**src/rtl/gpfg_pkg.sv**
```systemverilog
// Shared constants for the five-bit and three-bit GPIO port block
package gpfg_pkg;
  // Widths of the two ports
  localparam int WIDE_W = 5;
  localparam int NARROW_W = 3;
  // Number of pins shared with timer channels
  localparam int TMR_PINS = 4;
  // Lowest timer channel number on the wide port
  localparam int TMR_FIRST_CH = 2;
  // Register word indexes; the bus byte address is four times the index
  localparam logic [7:0] OFS_WIDE_DATA = 8'h09;
  localparam logic [7:0] OFS_NARROW_DATA = 8'h0A;
  localparam logic [7:0] OFS_WIDE_DIR = 8'h19;
  localparam logic [7:0] OFS_NARROW_DIR = 8'h1A;
  // Direction reset value: all pins input
  localparam logic [WIDE_W-1:0] WIDE_DIR_RST = 5'h00;
  localparam logic [NARROW_W-1:0] NARROW_DIR_RST = 3'h0;
  // Edge/level select code for plain GPIO use of a pin
  localparam logic [1:0] ELS_GPIO = 2'h0;
  // Bus responses
  localparam logic [1:0] RESP_OKAY = 2'h0;
  localparam logic [1:0] RESP_SLVERR = 2'h2;
  // Slave states
  typedef enum logic [1:0] {
    ST_IDLE = 2'b00,
    ST_RESP = 2'b01
  } gpfg_wst_e;
endpackage : gpfg_pkg

```
**src/rtl/gpfg_regif.sv**
```systemverilog
// Register write strobes carried from bus slave to port logic
interface gpfg_regif_if;
  logic we_wide_data;
  logic we_narrow_data;
  logic we_wide_dir;
  logic we_narrow_dir;
  logic [7:0] wdata;
  modport slave (output we_wide_data, output we_narrow_data,
    output we_wide_dir, output we_narrow_dir, output wdata);
  modport port (input we_wide_data, input we_narrow_data,
    input we_wide_dir, input we_narrow_dir, input wdata);
endinterface : gpfg_regif_if

```
**src/rtl/gpfg_port.sv**
```systemverilog
// Latches and direction bits of both ports, timer pin muxing of the wide port
module gpfg_port (
  // Clock and reset
  input wire logic clk,
  input wire logic rst,
  // Register strobes
  gpfg_regif_if.port rif,
  // Timer side
  input wire logic [7:0] els,
  input wire logic [gpfg_pkg::TMR_PINS-1:0] tmr_out,
  input wire logic [gpfg_pkg::TMR_PINS-1:0] tmr_oe,
  // Pins
  input wire logic [gpfg_pkg::WIDE_W-1:0] wide_in,
  output logic [gpfg_pkg::WIDE_W-1:0] wide_out,
  output logic [gpfg_pkg::WIDE_W-1:0] wide_oe,
  input wire logic [gpfg_pkg::NARROW_W-1:0] narrow_in,
  output logic [gpfg_pkg::NARROW_W-1:0] narrow_out,
  output logic [gpfg_pkg::NARROW_W-1:0] narrow_oe,
  // Read views
  output logic [gpfg_pkg::WIDE_W-1:0] wide_rd,
  output logic [gpfg_pkg::NARROW_W-1:0] narrow_rd,
  output logic [gpfg_pkg::WIDE_W-1:0] wide_dir,
  output logic [gpfg_pkg::NARROW_W-1:0] narrow_dir
);
  // Data latches: no reset on purpose, contents survive reset
  logic [gpfg_pkg::WIDE_W-1:0] wide_latch_q;
  logic [gpfg_pkg::NARROW_W-1:0] narrow_latch_q;
  logic [gpfg_pkg::WIDE_W-1:0] wide_dir_q;
  logic [gpfg_pkg::NARROW_W-1:0] narrow_dir_q;
  logic [gpfg_pkg::WIDE_W-1:0] timer_owns;

  // Latch writes, accepted whatever the direction
  always_ff @(posedge clk) begin
    if (rif.we_wide_data) begin
      wide_latch_q <= rif.wdata[gpfg_pkg::WIDE_W-1:0];
    end
    if (rif.we_narrow_data) begin
      narrow_latch_q <= rif.wdata[gpfg_pkg::NARROW_W-1:0];
    end
  end

  // Direction registers clear to input on reset
  always_ff @(posedge clk or posedge rst) begin
    if (rst) begin
      wide_dir_q <= gpfg_pkg::WIDE_DIR_RST;
      narrow_dir_q <= gpfg_pkg::NARROW_DIR_RST;
    end else begin
      if (rif.we_wide_dir) begin
        wide_dir_q <= rif.wdata[gpfg_pkg::WIDE_W-1:0];
      end
      if (rif.we_narrow_dir) begin
        narrow_dir_q <= rif.wdata[gpfg_pkg::NARROW_W-1:0];
      end
    end
  end

  // Pin ownership: a non-GPIO select hands the pin to the timer
  genvar g;
  generate
    for (g = 0; g < gpfg_pkg::WIDE_W; g++) begin : g_own
      if (g < gpfg_pkg::TMR_PINS) begin : g_tmr
        assign timer_owns[g] = els[2*g+1:2*g] != gpfg_pkg::ELS_GPIO;
        // Timer drives the pin while it owns it
        assign wide_out[g] = timer_owns[g] ? tmr_out[g] : wide_latch_q[g];
        assign wide_oe[g] = timer_owns[g] ? tmr_oe[g] : wide_dir_q[g];
      end else begin : g_plain
        assign timer_owns[g] = 1'b0;
        assign wide_out[g] = wide_latch_q[g];
        assign wide_oe[g] = wide_dir_q[g];
      end
    end
  endgenerate

  // Readback: latch where output, pin level where input
  assign wide_rd = (wide_dir_q & wide_latch_q) | (~wide_dir_q & wide_in);
  assign narrow_rd = (narrow_dir_q & narrow_latch_q)
    | (~narrow_dir_q & narrow_in);
  assign narrow_out = narrow_latch_q;
  assign narrow_oe = narrow_dir_q;
  assign wide_dir = wide_dir_q;
  assign narrow_dir = narrow_dir_q;
endmodule : gpfg_port

```
**src/rtl/gpfg_top.sv**
```systemverilog
// AXI4-Lite GPIO block with a five-bit and a three-bit port
// What this block does
// - Five wide-port latches, readable, kept over reset
// - Wide direction one drives pin, zero floats
// - Reset clears wide direction bits to input
// - Wide read: latch if output, pin if input
// - Latch writes accepted whatever the direction (lane 0 strobe needed), never affect input
// - Wide bits 0..3 serve timer channels 2..5
// - Edge/level select gives pin to timer
// - Timer-owned pin ignores direction for driver
// - Three narrow-port latches, readable, kept over reset
// - Narrow direction one drives pin, zero floats
// - Reset clears narrow direction bits to input
// - Narrow read: latch if output, pin if input
module gpfg_top (
  // Clock and reset
  input wire logic CLK,
  input wire logic SYS_RST,
  // AXI4-Lite write address
  input wire logic [7:0] S_AXI_AWADDR,
  input wire logic S_AXI_AWVALID,
  output logic S_AXI_AWREADY,
  // AXI4-Lite write data
  input wire logic [31:0] S_AXI_WDATA,
  input wire logic [3:0] S_AXI_WSTRB,
  input wire logic S_AXI_WVALID,
  output logic S_AXI_WREADY,
  // AXI4-Lite write response
  output logic [1:0] S_AXI_BRESP,
  output logic S_AXI_BVALID,
  input wire logic S_AXI_BREADY,
  // AXI4-Lite read address
  input wire logic [7:0] S_AXI_ARADDR,
  input wire logic S_AXI_ARVALID,
  output logic S_AXI_ARREADY,
  // AXI4-Lite read data
  output logic [31:0] S_AXI_RDATA,
  output logic [1:0] S_AXI_RRESP,
  output logic S_AXI_RVALID,
  input wire logic S_AXI_RREADY,
  // Timer channels 2..5: two select bits each, drive and enable
  input wire logic [7:0] EDGE_LEVEL_SELECT,
  input wire logic [3:0] TIMER_CHANNEL_OUT,
  input wire logic [3:0] TIMER_CHANNEL_OE,
  output logic [3:0] TIMER_CHANNEL_PINS,
  // Wide port pins
  input wire logic [4:0] WIDE_PIN_IN,
  output logic [4:0] WIDE_PIN_OUT,
  output logic [4:0] WIDE_PIN_OE,
  // Narrow port pins
  input wire logic [2:0] NARROW_PIN_IN,
  output logic [2:0] NARROW_PIN_OUT,
  output logic [2:0] NARROW_PIN_OE
);
  // Write-side state: address and data latched separately
  logic aw_have_q;
  logic w_have_q;
  logic [7:0] aw_addr_q;
  logic [7:0] w_data_q;
  logic w_lane_q;
  logic [1:0] bresp_q;
  logic bvalid_q;
  gpfg_pkg::gpfg_wst_e rst_q;
  logic [31:0] rdata_q;
  logic [1:0] rresp_q;
  logic rvalid_q;
  logic [7:0] rd_mux;
  // Word index of the read address, compared against register indexes
  logic [7:0] ar_idx;
  logic rd_hit;
  logic wr_fire;
  logic wr_hit;
  logic [4:0] wide_rd;
  logic [2:0] narrow_rd;
  logic [4:0] wide_dir;
  logic [2:0] narrow_dir;

  gpfg_regif_if rif ();

  // Handshakes: accept each channel once until the response leaves
  assign S_AXI_AWREADY = !aw_have_q && !bvalid_q;
  assign S_AXI_WREADY = !w_have_q && !bvalid_q;
  assign S_AXI_ARREADY = !rvalid_q;
  assign S_AXI_BVALID = bvalid_q;
  assign S_AXI_BRESP = bresp_q;
  assign S_AXI_RVALID = rvalid_q;
  assign S_AXI_RDATA = rdata_q;
  assign S_AXI_RRESP = rresp_q;

  // Write commits the cycle after both address and data are held
  assign wr_fire = aw_have_q && w_have_q && !bvalid_q;
  assign wr_hit = aw_addr_q == gpfg_pkg::OFS_WIDE_DATA
    || aw_addr_q == gpfg_pkg::OFS_NARROW_DATA
    || aw_addr_q == gpfg_pkg::OFS_WIDE_DIR
    || aw_addr_q == gpfg_pkg::OFS_NARROW_DIR;
  // Only byte lane 0 carries register bits; other lanes are ignored
  assign rif.wdata = w_data_q;
  assign rif.we_wide_data = wr_fire && w_lane_q
    && aw_addr_q == gpfg_pkg::OFS_WIDE_DATA;
  assign rif.we_narrow_data = wr_fire && w_lane_q
    && aw_addr_q == gpfg_pkg::OFS_NARROW_DATA;
  assign rif.we_wide_dir = wr_fire && w_lane_q
    && aw_addr_q == gpfg_pkg::OFS_WIDE_DIR;
  assign rif.we_narrow_dir = wr_fire && w_lane_q
    && aw_addr_q == gpfg_pkg::OFS_NARROW_DIR;

  // Write channel capture and response
  always_ff @(posedge CLK or posedge SYS_RST) begin
    if (SYS_RST) begin
      aw_have_q <= 1'b0;
      w_have_q <= 1'b0;
      aw_addr_q <= 8'h00;
      w_data_q <= 8'h00;
      w_lane_q <= 1'b0;
      bvalid_q <= 1'b0;
      bresp_q <= gpfg_pkg::RESP_OKAY;
      rst_q <= gpfg_pkg::ST_IDLE;
    end else begin
      if (S_AXI_AWVALID && S_AXI_AWREADY) begin
        aw_have_q <= 1'b1;
        // Keep the word index: byte lanes below it carry no register
        aw_addr_q <= {2'b00, S_AXI_AWADDR[7:2]};
      end
      if (S_AXI_WVALID && S_AXI_WREADY) begin
        w_have_q <= 1'b1;
        w_data_q <= S_AXI_WDATA[7:0];
        w_lane_q <= S_AXI_WSTRB[0];
      end
      if (wr_fire) begin
        aw_have_q <= 1'b0;
        w_have_q <= 1'b0;
        bvalid_q <= 1'b1;
        bresp_q <= wr_hit ? gpfg_pkg::RESP_OKAY : gpfg_pkg::RESP_SLVERR;
        rst_q <= gpfg_pkg::ST_RESP;
      end else if (bvalid_q && S_AXI_BREADY) begin
        bvalid_q <= 1'b0;
        rst_q <= gpfg_pkg::ST_IDLE;
      end
    end
  end

  // Read decode: direction-dependent views from the port logic
  assign ar_idx = {2'b00, S_AXI_ARADDR[7:2]};
  assign rd_mux =
    (ar_idx == gpfg_pkg::OFS_WIDE_DATA) ?
      {3'h0, wide_rd} :
    (ar_idx == gpfg_pkg::OFS_NARROW_DATA) ?
      {5'h00, narrow_rd} :
    (ar_idx == gpfg_pkg::OFS_WIDE_DIR) ?
      {3'h0, wide_dir} :
    (ar_idx == gpfg_pkg::OFS_NARROW_DIR) ?
      {5'h00, narrow_dir} : 8'h00;
  assign rd_hit =
    ar_idx == gpfg_pkg::OFS_WIDE_DATA
    || ar_idx == gpfg_pkg::OFS_NARROW_DATA
    || ar_idx == gpfg_pkg::OFS_WIDE_DIR
    || ar_idx == gpfg_pkg::OFS_NARROW_DIR;

  // Read channel: data registered one cycle after the address
  always_ff @(posedge CLK or posedge SYS_RST) begin
    if (SYS_RST) begin
      rvalid_q <= 1'b0;
      rdata_q <= 32'h0000_0000;
      rresp_q <= gpfg_pkg::RESP_OKAY;
    end else if (S_AXI_ARVALID && S_AXI_ARREADY) begin
      rvalid_q <= 1'b1;
      rdata_q <= {24'h00_0000, rd_mux};
      rresp_q <= rd_hit ? gpfg_pkg::RESP_OKAY : gpfg_pkg::RESP_SLVERR;
    end else if (rvalid_q && S_AXI_RREADY) begin
      rvalid_q <= 1'b0;
    end
  end

  // Port logic
  gpfg_port u_port (
    .clk (CLK),
    .rst (SYS_RST),
    .rif (rif.port),
    .els (EDGE_LEVEL_SELECT),
    .tmr_out (TIMER_CHANNEL_OUT),
    .tmr_oe (TIMER_CHANNEL_OE),
    .wide_in (WIDE_PIN_IN),
    .wide_out (WIDE_PIN_OUT),
    .wide_oe (WIDE_PIN_OE),
    .narrow_in (NARROW_PIN_IN),
    .narrow_out (NARROW_PIN_OUT),
    .narrow_oe (NARROW_PIN_OE),
    .wide_rd (wide_rd),
    .narrow_rd (narrow_rd),
    .wide_dir (wide_dir),
    .narrow_dir (narrow_dir)
  );

  // Timer capture sees the pin levels of its four shared pins
  assign TIMER_CHANNEL_PINS = WIDE_PIN_IN[3:0];
endmodule : gpfg_top

```
**config.mk**
```make
export PLATFORM = sky130hd
export DESIGN_NAME = gpfg_top
export DESIGN_NICKNAME = d
export VERILOG_FILES = /design/src/rtl/gpfg_pkg.sv /design/src/rtl/gpfg_regif.sv /design/src/rtl/gpfg_port.sv /design/src/rtl/gpfg_top.sv
export SDC_FILE = /design/constraint.sdc
export NUM_CORES = 1
export LEC_CHECK = 0
export BUFFER_PORTS_ARGS = -buffer_cell sky130_fd_sc_hd__buf_4
export CORE_MARGIN = 3
export CORE_UTILIZATION = 41
export CTS_BUF_LIST = sky130_fd_sc_hd__clkbuf_16
export DETAILED_ROUTE_END_ITERATION = 6
export HOLD_SLACK_MARGIN = 0.12
export PLACE_DENSITY = 0.79
export SYNTH_ARGS = -nofsm -noshare
export SYNTH_HDL_FRONTEND = slang
export SYNTH_SLANG_ARGS = --single-unit
```
**constraint.sdc**
```tcl
create_clock -name CLK -period 2.6 [get_ports CLK]
set_clock_uncertainty 0.1 [all_clocks]
set_input_delay 0.13 -clock CLK [delete_from_list [all_inputs] [get_ports CLK]]
set_output_delay 0.13 -clock CLK [all_outputs]
set_load 0.01 [all_outputs]
```
-- Word-level counts from Yosys, hierarchy flattened
Cells that the tools add are included.
Widths: inputs -> output; s select.
- bits of input ports: 83
- memory bits (writable): 0
- flip-flop bits (word level): 44
- bits in latches: 0
- output and inout bits: 61
- memories kept: 0
- ROM bits: 0
- word-level logic and storage cells: 84
- equal/unequal tests: 8
- bitwise gates (word level): 8
- multiplexer cells: 22
- shifts and indexed selects: 0
- $add $sub $neg: 0
- divide/modulo/power cells: 0
- reductions and logical operators: 32
- multiply operators: 0
- order comparisons: 0
- operator list (cell ; number):
    $eq 6x4->1 const B ; 4
    $eq 6x5->1 const B ; 4
    $mux 1 ; 16
    $reduce_bool 2->1 ; 8
    $mux 5 ; 3
    $logic_and 1x1->1 ; 14
    $and 5x5->5 ; 2
    $and 3x3->3 ; 2
    $logic_or 1x1->1 ; 6
    $not 5->5 ; 1
    $or 5x5->5 ; 1
    $logic_not 1->1 ; 4
    $mux 2 ; 2
    $mux 3 ; 1
    $not 3->3 ; 1
    $or 3x3->3 ; 1

-- Logic depth before layout (Yosys ltp)
- depth in word-level cells: 5
- depth in mapped cells: 4
- depth with buffers taken out: 3

-- By module
From an unflattened synthesis, not the netlist that was laid out.
- cells, all modules: 194
- area, all modules: 2252.2 µm²
- by module, submodules not included (module ; sequential area each (µm²) ; area each (µm²) ; cells an instance ; times used):
    gpfg_top ; 650.6 ; 1475.2 ; 144 ; 1
    gpfg_port ; 440.4 ; 777.0 ; 50 ; 1

-- Worst setup path after synthesis
Ideal clock, no wire load.
- kind: register to register
- start point: register bvalid_q, in the netlist S_AXI_BVALID
- end point: register u_port.wide_latch_q[0] in the netlist's numbering (enable)
- buffers on the path: 0
- cell stages (with the launch flop): 4
- library setup time: 0.339 ns
- arrival time: 1.653 ns
- required time: 2.161 ns
- setup slack: 0.508 ns
- clock period less this slack: 2.092 ns
- cells stage by stage: dfrtp_1 -> nand3b_1 -> or4b_2 -> nor2_1
- word-level cells in the longest chain between the ends: 4
- ends and longest elaborated chain (item ; line ; RTL):
    start, declared ; gpfg_top.sv:62 ; logic bvalid_q;
    start signal, assigned ; gpfg_top.sv:115 ; bvalid_q <= 1'b0;
    start signal, assigned ; gpfg_top.sv:132 ; bvalid_q <= 1'b1;
    start signal, assigned ; gpfg_top.sv:136 ; bvalid_q <= 1'b0;
    $logic_not 1->1 ; gpfg_top.sv:91 ; assign wr_fire = aw_have_q && w_have_q && !bvalid_q;
    $logic_and 1x1->1 ; gpfg_top.sv:91 ;
    $logic_and 1x1->1 ; gpfg_top.sv:98 ; assign rif.we_wide_data = wr_fire && w_lane_q
    $logic_and 1x1->1 ; gpfg_top.sv:99 ; && aw_addr_q == gpfg_pkg::OFS_WIDE_DATA;
    named net rif.we_wide_data ; gpfg_regif.sv:3 ; logic we_wide_data;
    end signal, assigned ; gpfg_port.sv:35 ; wide_latch_q <= rif.wdata[gpfg_pkg::WIDE_W-1:0];
    end, declared ; gpfg_port.sv:26 ; logic [gpfg_pkg::WIDE_W-1:0] wide_latch_q;
The timed path passes the listed nets, and every way through them passes these cells.
A chain may end at the register's enable or synchronous reset.

-- Worst setup path after layout
Ends and elaborated chain as after synthesis.

==> impl_metrics.ini <==
[power]
p_comb_frac = 0.289
seqPwrFrac = 0.450
p_clk_frac = 0.261
p_per_area_nw_per_um2 = 743
p_sw_uw = 635
p_leak_uw = 0.00139
worst_ir_drop_vdd_v = 0.000482
p_int_uw = 1540
swShare = 0.292

[setup_path]
worst-setup-path-type = flop to flop
critPathMaxFanout = 6
slowest_delay_ns = 0.66
critPathCaptureType = flop
critPathTopFamily = simple AND/OR/NAND/NOR gates
worstSetupStartpointType = flop
crit_chain = nand3b_1 -> or4b_2 -> nor2_1
crit_required_ns = 2.42
cp.arrival_ns = 1.97
cp_num_buf_inv = 0
crit_slowest_cell = or4b_2

[floorplanning]
num_rows = 25
die_w_microns = 77.3
dieArea_sq_um = 5970
fp.dieH_microns = 77.3
coreArea_sq_um = 4820
initial_core_util = 0.432
io_pins = 144

[logic_synthesis]
postSynthCellCount = 179
synthesis.area_sq_um = 2080
synth_ff_type = dfrtp_1
avgSynthCellArea_sq_um = 11.6
ys_seq_area_frac = 0.488
synthArstFlopShare = 0.795
ys_types = 31
ys_ff_latch = 39
yosys_warnings = 0
synth_edf_count = 8

[finish]
drive_gt1_frac = 0.442
antenna_cells = 0
multi_input_area_sq_um = 865
fill_cells = 412
fin_nets = 358
area_growth_pct = 40.6
register_area_sq_um = 1020
final_common_cell = buf_4
final_cell_mix = buf_4 (83), dfrtp_1 (31), conb_1 (29)

[global_routing]
grt_pass1_vias = 1601
globalRouteOverflowTotal = 0
grt_pass1_wl_microns = 7500
track_usage = 0.158
antenna_found_initial = 0
grt_max_degree = 32

[clock_network]
cts_buffers = 5
cts-root-buf = clkbuf_16
clkTransAtPathRegs_ns = 0.05
cts_tree = yes
htreeDepth = 2
cts_setup_buffers = 0
clock_sinks = 39
clk_latency_ns = 0.28
cts_max_path_buffers = 2

[detailed_routing]
drt_pass1_iterations = 4
num_vias = 1616
drc_errors = 0
routed_wirelength_microns = 4670
drtIter0Drc = 79
routedWlPerCell_microns = 13.6
vias_per_cell = 4.71
detail-route-antenna-nets = 0

[sta]
fin_setup_tns_ns = 0
fin_hold_ws_ns = 0.124
grt_setup_unrepaired = no
slew_violations = 0
final-setup-viol-count = 0
slew_headroom = 0.637
finalHoldViolations = 0
tightest_slew_ns = 0.543
period_share = 0.828
fmax_mhz = 464
fin_crit_ns = 2.15

[min_path]
hp-class = input port to flop

[job]
maxCapViolations = 0

[run_status]
status = completed

[place]
io_buffers = 80
dpl.hpwl_microns = 3520
gp_congestion = 0.850
## worst min-delay path, delay by kind of cell
family          cells  cell delay [ns]
compound gates      1             0.12
buf+inv             1             0.07
simple gates        1             0.15
## flip-flops by register name (all words and copies together), names as in the netlist
signal,count
u_port.wide_latch_q,5
S_AXI_RDATA,5
S_AXI_BVALID,1
u_port.narrow_dir,3
S_AXI_RVALID,1
aw_addr_q,6
u_port.wide_dir,5
w_have_q,1
rif.wdata,5
S_AXI_BRESP,1
w_lane_q,1
aw_have_q,1
u_port.narrow_out,3
S_AXI_RRESP,1
## metal layers
metal / vias up / GRT usage / routed length (microns)
met4: 0 / 0.0534 / 52
li1: 765 / - / -
met2: 75 / 0.280 / 2420
met1: 769 / 0.183 / 1800
met3: 7 / 0.0446 / 399
met5: - / 0 / 0
## kinds of logic after synthesis
family / synth area share
AO/OA/AOI/OAI: 0.0787
XOR/XNOR: 0.00421
AND/OR/NAND/NOR: 0.114
buffers and inverters: 0.147
other: 0.00180
multiplexers: 0.166
flip-flops: 0.488
## cell usage after synthesis (4+ instances only)
| master | count | area [sq um] |
|---|---|---|
| mux2_2 | 28 | 315 |
| nor2_1 | 8 | 30.0 |
| buf_4 | 35 | 263 |
| nand2_1 | 6 | 22.5 |
| and2_1 | 4 | 25.0 |
| o21ai_0 | 5 | 25.0 |
| nor2b_1 | 8 | 50.1 |
| inv_1 | 6 | 22.5 |
| edfxtp_1 | 8 | 240 |
| a2111oi_0 | 6 | 52.6 |
| dfrtp_1 | 31 | 776 |
## per-stage QoR
step	power [uW]	cell area (sq um)	setup WS, ns	std cells	util
2_1_floorplan	1360	2190	0.508	207	-
3_3_place_gp	1570	2610	0.450	317	0.542
3_5_place_dp	1600	2610	0.408	317	0.542
4_1_cts	2200	2930	0.400	343	0.608
5_1_grt	2310	2930	0.307	343	0.608
6_report	2180	2930	0.446	343	0.608
## power by group through the flow
stage / sequential, uW / clock (uW) / combinational [uW]
floorplan: 952 / 0 / 411
global placement: 981 / 0 / 593
detailed placement: 993 / 0 / 610
CTS: 983 / 582 / 637
global route: 1010 / 608 / 692
finish: 980 / 568 / 628
## repair_timing
item                                    CTS  global route
hold buffers                             18             0
endpoints found under the setup margin    0             0
gates resized for setup                   0             0
hold endpoints to repair                 49             0
## path summary, 6_finish.rpt
path | startpoint | endpoint | slack (ns) | cells after the start
max | S_AXI_BVALID | u_port.wide_latch_q[0] | 0.45 | 3
min | S_AXI_WVALID | w_have_q | 0.12 | 3
max reg2reg | S_AXI_BVALID | u_port.wide_latch_q[0] | 0.45 | 3
min reg2reg | rif.wdata[4] | u_port.wide_latch_q[4] | 0.38 | 0
max in group asynchronous | SYS_RST | S_AXI_RRESP[1] | 1.71 | 4
min in group asynchronous | SYS_RST | S_AXI_BVALID | 0.39 | 4
## layout make-up
cell class                      instances  area share
Clock inverter                          3     0.00427
Tap cell                               67      0.0286
Multi-Input combinational cell        122       0.295
Inverter                                6     0.00769
Timing Repair Buffer                  101       0.274
Sequential cell                        39       0.347
Clock buffer                            5      0.0427
No activity file was read; power rests on OpenSTA's default activity.
